<file path="config.mk">
export PLATFORM = sky130hd
export DESIGN_NAME = cwrs_top
export DESIGN_NICKNAME = d
export VERILOG_FILES = /design/src/core/cwrs_pkg.sv /design/src/core/cwrs_tick.sv /design/src/core/cwrs_rtc.sv /design/src/core/cwrs_top.sv
export VERILOG_INCLUDE_DIRS = /design/src /design/src/core
export SDC_FILE = /design/constraint.sdc
export NUM_CORES = 1
export LEC_CHECK = 0
export BUFFER_PORTS_ARGS = -buffer_cell sky130_fd_sc_hd__buf_2
export CELL_PAD_IN_SITES_DETAIL_PLACEMENT = 1
export CELL_PAD_IN_SITES_GLOBAL_PLACEMENT = 1
export CORE_MARGIN = 2
export CORE_UTILIZATION = 45
export DETAILED_ROUTE_END_ITERATION = 7
export PLACE_DENSITY_LB_ADDON = 0.05
export SLEW_MARGIN = 40
export SYNTH_ARGS = -nofsm -noshare
export SYNTH_HDL_FRONTEND = slang
export SYNTH_SLANG_ARGS = --single-unit
</file>
<file path="constraint.sdc">
create_clock -name aclk -period 2.3 [get_ports aclk]
set_input_delay 0.115 -clock aclk [delete_from_list [all_inputs] [get_ports aclk]]
set_output_delay 0.115 -clock aclk [all_outputs]
set_load 0.1 [all_outputs]
</file>
<file path="src/core/cwrs_defines.svh">
// Offsets, field positions, entry addresses and timing counts of the wake and reset supervisor
`ifndef CWRS_DEFINES_SVH
`define CWRS_DEFINES_SVH
`define CWRS_ROM_ENTRY        16'hF000
`define CWRS_USER_ENTRY       16'h0030
`define CWRS_OFF_CTRL         8'h00
`define CWRS_OFF_CFG0         8'h04
`define CWRS_OFF_CFG1         8'h08
`define CWRS_OFF_STATUS       8'h0C
`define CWRS_OFF_RTC          8'h10
`define CWRS_OFF_WDOG         8'h14
`define CWRS_OFF_PC           8'h18
`define CWRS_CTRL_CFG_COPY    0
`define CWRS_CTRL_RST_USER    1
`define CWRS_CTRL_MEAS_USER   2
`define CWRS_CTRL_WDOG_OFF    3
`define CWRS_CTRL_CLR_WDOG    4
`define CWRS_CFG1_SLEEP       17
`define CWRS_CFG0_CONV_LO     16
`define CWRS_ST_SLEEP_WAKE    22
`define CWRS_ST_RESET_CAUSE   19
`define CWRS_ST_BUTTON        18
`define CWRS_ST_WDOG          17
`define CWRS_ST_MEAS_END      16
`define CWRS_WDOG_LIMIT       3'h4
`define CWRS_PRESCALE         64
`define CWRS_RTC_TICKS        128
`endif

</file>
<file path="src/core/cwrs_pkg.sv">
// Types shared by the wake and reset supervisor
package cwrs_pkg;
  typedef enum logic [2:0] {
    CWRS_IDLE, CWRS_ROM, CWRS_CFG, CWRS_START, CWRS_USER
  } cwrs_state_e;
  typedef struct packed {
    logic        start;
    logic [15:0] pc;
    logic        running;
  } cwrs_cpu_s;
endpackage

</file>
<file path="src/core/cwrs_tick.sv">
// Tick divider: one-cycle pulse every DIV cycles of the slow clock
`timescale 1ns/1ps
`default_nettype none
module cwrs_tick #(
  parameter int DIV = 64
) (
  // Clock and reset
  input  wire logic aclk,
  input  wire logic aresetn,
  // Tick out
  output logic      tick
);
  logic [15:0] cnt_r;
  logic [15:0] cnt_nxt;
  logic        tick_nxt;
  always_comb begin
    tick_nxt = (cnt_r == 16'(DIV - 1));
    cnt_nxt  = tick_nxt ? 16'h0000 : cnt_r + 16'h0001;
  end
  always_ff @(posedge aclk) begin
    if (!aresetn) begin
      cnt_r <= 16'h0000;
      tick  <= 1'b0;
    end else begin
      cnt_r <= cnt_nxt;
      tick  <= tick_nxt;
    end
  end
endmodule
`default_nettype wire

</file>
<file path="src/core/cwrs_rtc.sv">
// Free-running 24-bit real-time counter with a snapshot taken at measurement end
`timescale 1ns/1ps
`default_nettype none
module cwrs_rtc (
  // Clock and reset
  input  wire logic        aclk,
  input  wire logic        aresetn,
  // Control
  input  wire logic        period_tick,
  input  wire logic        snap,
  // Snapshot
  output logic [23:0]      rtc_snap
);
  logic [23:0] cnt_r;
  logic [23:0] cnt_nxt;
  logic [23:0] snap_nxt;
  always_comb begin
    cnt_nxt  = period_tick ? cnt_r + 24'h000001 : cnt_r;
    snap_nxt = snap ? cnt_r : rtc_snap;
  end
  always_ff @(posedge aclk) begin
    if (!aresetn) begin
      cnt_r    <= 24'h000000;
      rtc_snap <= 24'h000000;
    end else begin
      cnt_r    <= cnt_nxt;
      rtc_snap <= snap_nxt;
    end
  end
endmodule
`default_nettype wire

</file>
<file path="src/core/cwrs_top.sv">
// Processor wake, reset and watchdog supervisor with AXI4-Lite registers
//
// Added by the designer: the AXI4-Lite slave port and the placing of the registers.
`timescale 1ns/1ps
`default_nettype none
`include "cwrs_defines.svh"
module cwrs_top
  import cwrs_pkg::*;
#(
  parameter int PRESCALE  = `CWRS_PRESCALE,
  parameter int RTC_TICKS = `CWRS_RTC_TICKS
) (
  // Clock and reset
  input  wire logic        aclk,
  input  wire logic        aresetn,
  // AXI4-Lite write
  input  wire logic [7:0]  s_axi_awaddr,
  input  wire logic        s_axi_awvalid,
  output logic             s_axi_awready,
  input  wire logic [31:0] s_axi_wdata,
  input  wire logic [3:0]  s_axi_wstrb,
  input  wire logic        s_axi_wvalid,
  output logic             s_axi_wready,
  output logic [1:0]       s_axi_bresp,
  output logic             s_axi_bvalid,
  input  wire logic        s_axi_bready,
  // AXI4-Lite read
  input  wire logic [7:0]  s_axi_araddr,
  input  wire logic        s_axi_arvalid,
  output logic             s_axi_arready,
  output logic [31:0]      s_axi_rdata,
  output logic [1:0]       s_axi_rresp,
  output logic             s_axi_rvalid,
  input  wire logic        s_axi_rready,
  // Front end and processor
  input  wire logic        meas_done,
  input  wire logic        cpu_stop,
  input  wire logic        watchdog_clear_op,
  input  wire logic        watchdog_disable_cmd,
  input  wire logic        stand_alone,
  input  wire logic        select_reset_pin,
  output logic             meas_start,
  output logic             cfg_copy_start,
  output logic             cpu_start,
  output logic [15:0]      cpu_pc,
  output logic             chip_reset_n
);
  cwrs_state_e st_r, st_nxt;
  cwrs_cpu_s   cpu_r, cpu_nxt;
  logic [31:0] ctrl_r, ctrl_nxt, cfg0_r, cfg0_nxt, cfg1_r, cfg1_nxt;
  logic [23:0] status_r, status_nxt;
  logic [2:0]  wdog_r, wdog_nxt;
  logic        wdog_off_r, wdog_off_nxt, por_r, por_nxt, wdfire_r, wdfire_nxt;
  logic        pin_r, pin_nxt, btn_r, btn_nxt, reset_wake_r, reset_wake_nxt;
  logic [7:0]  conv_r, conv_nxt;
  logic        meas_r, meas_nxt, copy_r, copy_nxt, sleep_wake;
  logic        pre_tick, rtc_tick;
  logic [23:0] rtc_val;
  logic        aw_r, aw_nxt, w_r, w_nxt, b_r, b_nxt, r_r, r_nxt;
  logic [7:0]  awa_r, awa_nxt;
  logic [31:0] wd_r, wd_nxt, rd_r, rd_nxt;
  logic        wfull_r, wfull_nxt;
  logic        sleep_mode, wr_fire, pin_edge, wdog_fire;
  cwrs_tick #(.DIV(PRESCALE)) u_pre (
    .aclk    (aclk),
    .aresetn (aresetn),
    .tick    (pre_tick)
  );
  cwrs_tick #(.DIV(RTC_TICKS)) u_rtc_div (
    .aclk    (aclk),
    .aresetn (aresetn),
    .tick    (rtc_tick)
  );
  cwrs_rtc u_rtc (
    .aclk        (aclk),
    .aresetn     (aresetn),
    .period_tick (rtc_tick),
    .snap        (meas_done),
    .rtc_snap    (rtc_val)
  );
  // AXI4-Lite slave: address and data held until both present
  always_comb begin
    aw_nxt  = aw_r;
    w_nxt   = w_r;
    awa_nxt = awa_r;
    wd_nxt  = wd_r;
    wfull_nxt = wfull_r;
    b_nxt   = b_r;
    r_nxt   = r_r;
    rd_nxt  = rd_r;
    if (s_axi_awvalid && !aw_r) begin
      aw_nxt  = 1'b1;
      awa_nxt = s_axi_awaddr;
    end
    if (s_axi_wvalid && !w_r) begin
      w_nxt  = 1'b1;
      wd_nxt = s_axi_wdata;
      // Strobe kept with data: master may change it once data is taken
      wfull_nxt = (s_axi_wstrb == 4'hF);
    end
    wr_fire = aw_r && w_r && !b_r;
    if (wr_fire) begin
      aw_nxt = 1'b0;
      w_nxt  = 1'b0;
      b_nxt  = 1'b1;
    end else if (b_r && s_axi_bready) begin
      b_nxt = 1'b0;
    end
    if (s_axi_arvalid && !r_r) begin
      r_nxt = 1'b1;
      case (s_axi_araddr)
        `CWRS_OFF_CTRL:   rd_nxt = ctrl_r;
        `CWRS_OFF_CFG0:   rd_nxt = cfg0_r;
        `CWRS_OFF_CFG1:   rd_nxt = cfg1_r;
        `CWRS_OFF_STATUS: rd_nxt = {8'h00, status_r};
        `CWRS_OFF_RTC:    rd_nxt = {8'h00, rtc_val};
        `CWRS_OFF_WDOG:   rd_nxt = {28'h0000000, wdog_off_r, wdog_r};
        `CWRS_OFF_PC:     rd_nxt = {13'h0000, st_r, cpu_r.pc};
        default:          rd_nxt = 32'h00000000;
      endcase
    end else if (r_r && s_axi_rready) begin
      r_nxt = 1'b0;
    end
  end
  // Configuration writes; status bits are write-one-to-clear
  always_comb begin
    ctrl_nxt   = ctrl_r;
    cfg0_nxt   = cfg0_r;
    cfg1_nxt   = cfg1_r;
    if (wr_fire && wfull_r) begin
      case (awa_r)
        `CWRS_OFF_CTRL: ctrl_nxt = wd_r;
        `CWRS_OFF_CFG0: cfg0_nxt = wd_r;
        `CWRS_OFF_CFG1: cfg1_nxt = wd_r;
        default:        ctrl_nxt = ctrl_r;
      endcase
    end
  end
  assign sleep_mode = cfg1_r[`CWRS_CFG1_SLEEP];
  // Sequencer, watchdog and conversion counter
  always_comb begin
    st_nxt         = st_r;
    cpu_nxt        = cpu_r;
    cpu_nxt.start  = 1'b0;
    status_nxt     = status_r;
    wdog_nxt       = wdog_r;
    wdog_off_nxt   = wdog_off_r | watchdog_disable_cmd;
    pin_nxt        = select_reset_pin;
    pin_edge       = pin_r ^ select_reset_pin;
    // Press stays pending until idle, so a busy core never loses it
    btn_nxt        = (stand_alone && pin_r && !select_reset_pin) ||
                     (btn_r && st_r != CWRS_IDLE);
    por_nxt        = 1'b0;
    conv_nxt       = conv_r;
    meas_nxt       = 1'b0;
    copy_nxt       = 1'b0;
    sleep_wake     = 1'b0;
    reset_wake_nxt = reset_wake_r;
    wdfire_nxt     = 1'b0;
    if (pre_tick) begin
      if (conv_r >= cfg0_r[`CWRS_CFG0_CONV_LO +: 8] - 8'h01) begin
        conv_nxt   = 8'h00;
        sleep_wake = sleep_mode;
      end else begin
        conv_nxt = conv_r + 8'h01;
      end
    end
    wdog_fire = !wdog_off_r && wdog_r >= `CWRS_WDOG_LIMIT;
    if (watchdog_clear_op || pin_edge) begin
      wdog_nxt = 3'h0;
    end
    if (wr_fire && wfull_r && awa_r == `CWRS_OFF_STATUS) begin
      status_nxt = status_r & ~wd_r[23:0];
    end
    case (st_r)
      CWRS_IDLE: begin
        // Reset causes win over measurement end and sleep expiry
        if (por_r || btn_r || wdfire_r) begin
          reset_wake_nxt = 1'b1;
          st_nxt         = CWRS_ROM;
          cpu_nxt.pc     = `CWRS_ROM_ENTRY;
          cpu_nxt.start  = 1'b1;
          cpu_nxt.running = 1'b1;
        end else if (meas_done || sleep_wake) begin
          reset_wake_nxt = 1'b0;
          st_nxt         = CWRS_ROM;
          cpu_nxt.pc     = `CWRS_ROM_ENTRY;
          cpu_nxt.start  = 1'b1;
          cpu_nxt.running = 1'b1;
          if (sleep_wake) status_nxt[`CWRS_ST_SLEEP_WAKE] = 1'b1;
          if (meas_done) status_nxt[`CWRS_ST_MEAS_END] = 1'b1;
        end
      end
      CWRS_ROM: begin
        st_nxt = reset_wake_r ? CWRS_CFG : CWRS_START;
      end
      CWRS_CFG: begin
        copy_nxt = ctrl_r[`CWRS_CTRL_CFG_COPY];
        if (ctrl_r[`CWRS_CTRL_RST_USER]) begin
          st_nxt     = CWRS_USER;
          cpu_nxt.pc = `CWRS_USER_ENTRY;
          status_nxt[`CWRS_ST_RESET_CAUSE] = 1'b1;
        end else begin
          st_nxt  = CWRS_IDLE;
          cpu_nxt = '0;
        end
      end
      CWRS_START: begin
        // Sleep wake restarts counter and enters user code; no measurement launched
        meas_nxt = !sleep_mode;
        if (sleep_mode) conv_nxt = 8'h00;
        if (!sleep_mode && !watchdog_clear_op && !pin_edge)
          wdog_nxt = wdog_r + 3'h1;
        if (ctrl_r[`CWRS_CTRL_MEAS_USER] || sleep_mode) begin
          st_nxt     = CWRS_USER;
          cpu_nxt.pc = `CWRS_USER_ENTRY;
        end else begin
          st_nxt  = CWRS_IDLE;
          cpu_nxt = '0;
        end
      end
      CWRS_USER: begin
        if (cpu_stop) begin
          st_nxt  = CWRS_IDLE;
          cpu_nxt = '0;
        end
      end
      default: st_nxt = CWRS_IDLE;
    endcase
    if (wdog_fire) begin
      // Watchdog acts as a power-on reset of the sequencer
      wdfire_nxt = 1'b1;
      wdog_nxt   = 3'h0;
      st_nxt     = CWRS_IDLE;
      cpu_nxt    = '0;
      status_nxt[`CWRS_ST_WDOG] = 1'b1;
    end
    if (btn_r) status_nxt[`CWRS_ST_BUTTON] = 1'b1;
  end
  always_ff @(posedge aclk) begin
    if (!aresetn) begin
      // Power-on: whole block resets, RAM lives outside
      st_r         <= CWRS_IDLE;
      cpu_r        <= '0;
      ctrl_r       <= 32'h00000000;
      cfg0_r       <= 32'h00010000;
      cfg1_r       <= 32'h00000000;
      status_r     <= 24'h000000;
      wdog_r       <= 3'h0;
      wdog_off_r   <= 1'b0;
      por_r        <= 1'b1;
      wdfire_r     <= 1'b0;
      pin_r        <= 1'b1;
      btn_r        <= 1'b0;
      reset_wake_r <= 1'b0;
      conv_r       <= 8'h00;
      meas_r       <= 1'b0;
      copy_r       <= 1'b0;
      aw_r         <= 1'b0;
      w_r          <= 1'b0;
      b_r          <= 1'b0;
      r_r          <= 1'b0;
      awa_r        <= 8'h00;
      wd_r         <= 32'h00000000;
      wfull_r      <= 1'b0;
      rd_r         <= 32'h00000000;
      chip_reset_n <= 1'b0;
    end else begin
      st_r         <= st_nxt;
      cpu_r        <= cpu_nxt;
      ctrl_r       <= ctrl_nxt;
      cfg0_r       <= cfg0_nxt;
      cfg1_r       <= cfg1_nxt;
      status_r     <= status_nxt;
      wdog_r       <= wdog_nxt;
      wdog_off_r   <= wdog_off_nxt;
      por_r        <= por_nxt;
      wdfire_r     <= wdfire_nxt;
      pin_r        <= pin_nxt;
      btn_r        <= btn_nxt;
      reset_wake_r <= reset_wake_nxt;
      conv_r       <= conv_nxt;
      meas_r       <= meas_nxt;
      copy_r       <= copy_nxt;
      aw_r         <= aw_nxt;
      w_r          <= w_nxt;
      b_r          <= b_nxt;
      r_r          <= r_nxt;
      awa_r        <= awa_nxt;
      wd_r         <= wd_nxt;
      wfull_r      <= wfull_nxt;
      rd_r         <= rd_nxt;
      chip_reset_n <= !wdfire_nxt;
    end
  end
  always_comb begin
    s_axi_awready  = !aw_r;
    s_axi_wready   = !w_r;
    s_axi_bvalid   = b_r;
    s_axi_bresp    = 2'h0;
    s_axi_arready  = !r_r;
    s_axi_rvalid   = r_r;
    s_axi_rdata    = rd_r;
    s_axi_rresp    = 2'h0;
    meas_start     = meas_r;
    cfg_copy_start = copy_r;
    cpu_start      = cpu_r.start;
    cpu_pc         = cpu_r.pc;
  end
  chk_wdog_fires: assert property (@(posedge aclk) disable iff (!aresetn)
    wdog_fire |=> wdfire_r && wdog_r == 3'h0)
    else $error("watchdog did not reset");
  chk_wdog_flag: assert property (@(posedge aclk) disable iff (!aresetn)
    wdog_fire |=> status_r[17])
    else $error("watchdog flag not set");
  chk_rom_first: assert property (@(posedge aclk) disable iff (!aresetn)
    $rose(cpu_r.running) |-> cpu_r.pc == 16'hF000)
    else $error("wake did not enter ROM");
  chk_reset_priority: assert property (@(posedge aclk) disable iff (!aresetn)
    st_r == CWRS_IDLE && (por_r || btn_r) && !wdog_fire |=> reset_wake_r)
    else $error("reset lost priority");
  chk_stop_clears: assert property (@(posedge aclk) disable iff (!aresetn)
    st_r == CWRS_USER && cpu_stop && !wdog_fire |=> cpu_r == '0 && st_r == CWRS_IDLE)
    else $error("stop left state");
  chk_pin_clears: assert property (@(posedge aclk) disable iff (!aresetn)
    $changed(select_reset_pin) && !wdog_fire |=> wdog_r == 3'h0)
    else $error("pin edge kept watchdog");
  chk_sleep_nomeas: assert property (@(posedge aclk) disable iff (!aresetn)
    st_r == CWRS_START && sleep_mode |=> !meas_start ##1 !meas_start)
    else $error("measurement in sleep");
  chk_wdog_off: assert property (@(posedge aclk) disable iff (!aresetn)
    wdog_off_r |=> chip_reset_n && !wdfire_r)
    else $error("disabled watchdog fired");
endmodule
`default_nettype wire

</file>
==> metrics.yaml <==
path_buf_inv: 1
nNetsFinal: 1754
fillers: 3406
grt_pass1_vias: 11880
netlist_area_um2: 13010
via_per_inst: 5.514
setup_slack_ps: -40.62
rsz0062_at_grt: "yes"
dpl.cell_count: 1969
max_freq_ghz: 0.4272
violations: "negative setup slack"
cts_num_sinks: 305
cp-start-kind: "flop"
drc: 0
crit_path_end_kind: "flop"
maxCapViolCount: 0
ys_dominant_reg_cell: "dfxtp_1"
crit_fanout: 4
path_class: "reg -> reg"
die_x_um: 174.0
relSlewSlack: 0.5523
core_area_um2: 28550
max_stage_delay_ps: 330
start_util: 0.4557
synthDistinctLibCells: 74
timing.hold.ws_ps: 31.30
status: "complete, but fails checks"
setup_violations: 2
antenna_found_initial: 0
r2r_end: "reset_wake_r$_SDFFE_PN0P_"
vias: 11490
power_mw: 11.88
power-per-cell-area_nw_per_um2: 750.3
async_flop_share: 0
post_dp_cell_area_um2: 14070
grtUsageTotal: 0.2668
fin_area_um2: 15830
multi_input_area_um2: 6337
grt_start_max_net_pins: 70
die_h_um: 174.0
seq_area_frac_synth: 0.4694
finalMaxSlewViolations: 0
critPathLaunch: "cfg0_r[19]$_SDFFE_PN0P_"
io_buffers: 111
area_delta_synth_final_pct: 21.69
wl_per_cell_um: 19.65
htree_levels: 2
seq_area_um2: 6108
num_io_pins: 126
netlist_instances: 1508
layout-drive-gt1-share: 0.1976
final_cells: 2084
die-area_um2: 30280
synth_edf_count: 0
antenna_cells: 0
syn_avg_cell_area_um2: 8.626
synth-seq-cells: 305
dpl.hpwl_um: 27570
firstDrtPassIters: 5
fp-row-count: 62
power.leakage_nw: 5.908
critPathTopFamily: "compound AO/OA/AOI/OAI gates"
fin_worst_skew_ps: 11.07
min_path_type: "in -> reg"
clk_pin_slew_ps: 60
min_period_ps: 2341
required_ps: 2710
clockBufferDepth: 3
r2r-start: "cfg0_r[19]$_SDFFE_PN0P_"
globalplace.congestion: 0.8139
cts_tree: "yes"
period_share: 1.018
worst_slew_pin_slew_ps: 671.6
root_buffer: "clkbuf_16"
cts_made_buffers: 36
ys_warn_count: 0
crit_chain: "nor2_4, nand3_4, nor4_4, xnor2_1, ha_1, nand4_1, o31ai_2, buf_4, a31oi_4, o221a_2"
r2r_slack_ps: -40
wl_um: 40950
drt_iter0_markers: 642
slowest_stage: "dfxtp_2"
cp_num_cells: 10
clock_latency_ps: 520
rr_worst_depth: 10
ant_nets: 0
finalHoldViolations: 0
cp_data_arrival_time_ps: 2750
vdd_drop_max_uv: 507.8
overflow: 0
endpoint: "reset_wake_r$_SDFFE_PN0P_"
fin_tns_setup_ps: -70.84
grt_pass1_wl_um: 64600
[worst min path at each step]
stage / slack (ps) / cells after the start / from / endpoint
floorplan: 210 / 2 / select_reset_pin / pin_r$_SDFF_PN1_
global placement: 330 / 3 / watchdog_disable_cmd / wdog_off_r$_SDFF_PN0_
detailed placement: 330 / 3 / watchdog_disable_cmd / wdog_off_r$_SDFF_PN0_
CTS: 30 / 5 / s_axi_wstrb[0] / wfull_r$_SDFFE_PN0P_
global route: 50 / 3 / aresetn / ctrl_r[15]$_SDFFE_PN0P_
finish: 30 / 5 / s_axi_wstrb[0] / wfull_r$_SDFFE_PN0P_
[area by class of cell]
type / count / share of cell area
Clock inverter: 7 / 0.004426
Multi-Input combinational cell: 1080 / 0.4003
Sequential cell: 305 / 0.3859
Timing Repair Buffer: 231 / 0.1061
Clock buffer: 56 / 0.06742
Tap cell: 384 / 0.03035
Inverter: 21 / 0.005533
[layer usage]
metal  track usage  vias to the layer above  wire length [um]
li1              -                     5473                 -
met1        0.3420                     5702             18110
met2        0.4683                      249             20230
met3       0.03609                       67              1608
met4       0.07808                        0              1001
met5             0                        -                 0
[Yosys cell counts, types with 5 or more instances]
| cell | count | area (um^2) |
|---|---|---|
| a21boi_0 | 7 | 52.55 |
| a21oi_1 | 136 | 680.7 |
| a21oi_2 | 30 | 262.8 |
| a221o_1 | 9 | 90.09 |
| a22o_1 | 19 | 166.4 |
| a22oi_1 | 48 | 360.4 |
| and2_1 | 7 | 43.79 |
| and3_1 | 12 | 75.07 |
| buf_1 | 6 | 22.52 |
| buf_2 | 21 | 105.1 |
| buf_4 | 22 | 165.2 |
| buf_6 | 5 | 56.30 |
| clkbuf_1 | 53 | 198.9 |
| dfxtp_1 | 305 | 6106 |
| ha_1 | 14 | 175.2 |
| inv_1 | 20 | 75.07 |
| mux2i_1 | 44 | 440.4 |
| nand2_1 | 298 | 1119 |
| nand2_2 | 30 | 187.7 |
| nand2b_1 | 10 | 62.56 |
| nand3_1 | 33 | 165.2 |
| nand4_1 | 17 | 106.4 |
| nor2_1 | 136 | 510.5 |
| nor2b_1 | 10 | 62.56 |
| nor3_1 | 15 | 75.07 |
| nor4_1 | 7 | 43.79 |
| o21a_1 | 6 | 45.04 |
| o21ai_0 | 30 | 150.1 |
| o21ai_1 | 6 | 30.03 |
| o2bb2ai_1 | 10 | 87.58 |
| or3_1 | 8 | 50.05 |
| xnor2_1 | 25 | 219.0 |
| xor2_1 | 33 | 289.0 |
[sequential cells by signal, indices dropped and copies added, names as in the netlist, 16 cells and up]
signal           cells
u_rtc_div.cnt_r     16
wd_r                32
s_axi_rdata         32
cfg0_r              32
u_rtc.cnt_r         24
status_r            24
u_pre.cnt_r         16
cfg1_r              32
ctrl_r              32
u_rtc.rtc_snap      24
[report_power, final]
part,internal [mW],switching (mW)
combinational,0.262,0.628
sequential,5.36,0.110
clock,3.30,2.21
[worst min-delay path, delay by kind of cell]
kind / cells / cell delay [ps]
compound gates: 1 / 110
buf+inv: 1 / 90
simple gates: 3 / 170
[metrics by stage]
stage | util | worst slack (ps)
2_1_floorplan | - | 0.5256
3_3_place_gp | 0.4930 | -38.10
3_5_place_dp | 0.4930 | -69.03
4_1_cts | 0.5516 | 0.01532
5_1_grt | 0.5545 | -208.7
6_report | 0.5545 | -40.62
[repair_timing]
item	4_1_cts	5_1_grt
pin swaps	2	11
buffers inserted	0	3
endpoints found under the setup margin	10	14
hold buffers	49	0
hold endpoints to repair	51	0
gates resized for setup	8	16
[layout by cell type, fill, tap and decap left out, types with 9 or more instances in the layout]
| cell type | Yosys | routed |
|---|---|---|
| a22oi_1 | 48 | 48 |
| inv_1 | 20 | 17 |
| nor3_1 | 15 | 13 |
| xnor2_1 | 25 | 25 |
| nand2_2 | 30 | 31 |
| buf_4 | 22 | 63 |
| and3_1 | 12 | 12 |
| nand2_1 | 298 | 297 |
| conb_1 | 1 | 14 |
| ha_1 | 14 | 13 |
| dfxtp_1 | 305 | 303 |
| dlygate4sd3_1 | 2 | 49 |
| a221o_1 | 9 | 9 |
| buf_2 | 21 | 111 |
| o21ai_0 | 30 | 29 |
| clkbuf_16 | 0 | 37 |
| nand4_1 | 17 | 17 |
| nor2_1 | 136 | 135 |
| nand2b_1 | 10 | 10 |
| o2bb2ai_1 | 10 | 10 |
| nand3_1 | 33 | 32 |
| a21oi_2 | 30 | 32 |
| clkbuf_1 | 53 | 12 |
| xor2_1 | 33 | 33 |
| a21oi_1 | 136 | 134 |
| mux2i_1 | 44 | 44 |
| a22o_1 | 19 | 19 |
[logic make-up (layout without fill, tap and decap cells)]
| group | count (synthesis) | in the layout | share of synthesized area |
|---|---|---|---|
| and+or+nand+nor | 609 | 609 | 0.2123 |
| AOI/OAI and AO/OA | 338 | 338 | 0.1716 |
| DFF | 305 | 305 | 0.4694 |
| buffers and inverters | 136 | 315 | 0.05752 |
| xor gates and xnor gates | 58 | 58 | 0.03905 |
| muxes | 47 | 47 | 0.03645 |
| adders and majority gates | 14 | 14 | 0.01347 |
| other | 1 | 14 | 0.0002883 |
(Power assumes the default switching activity.)
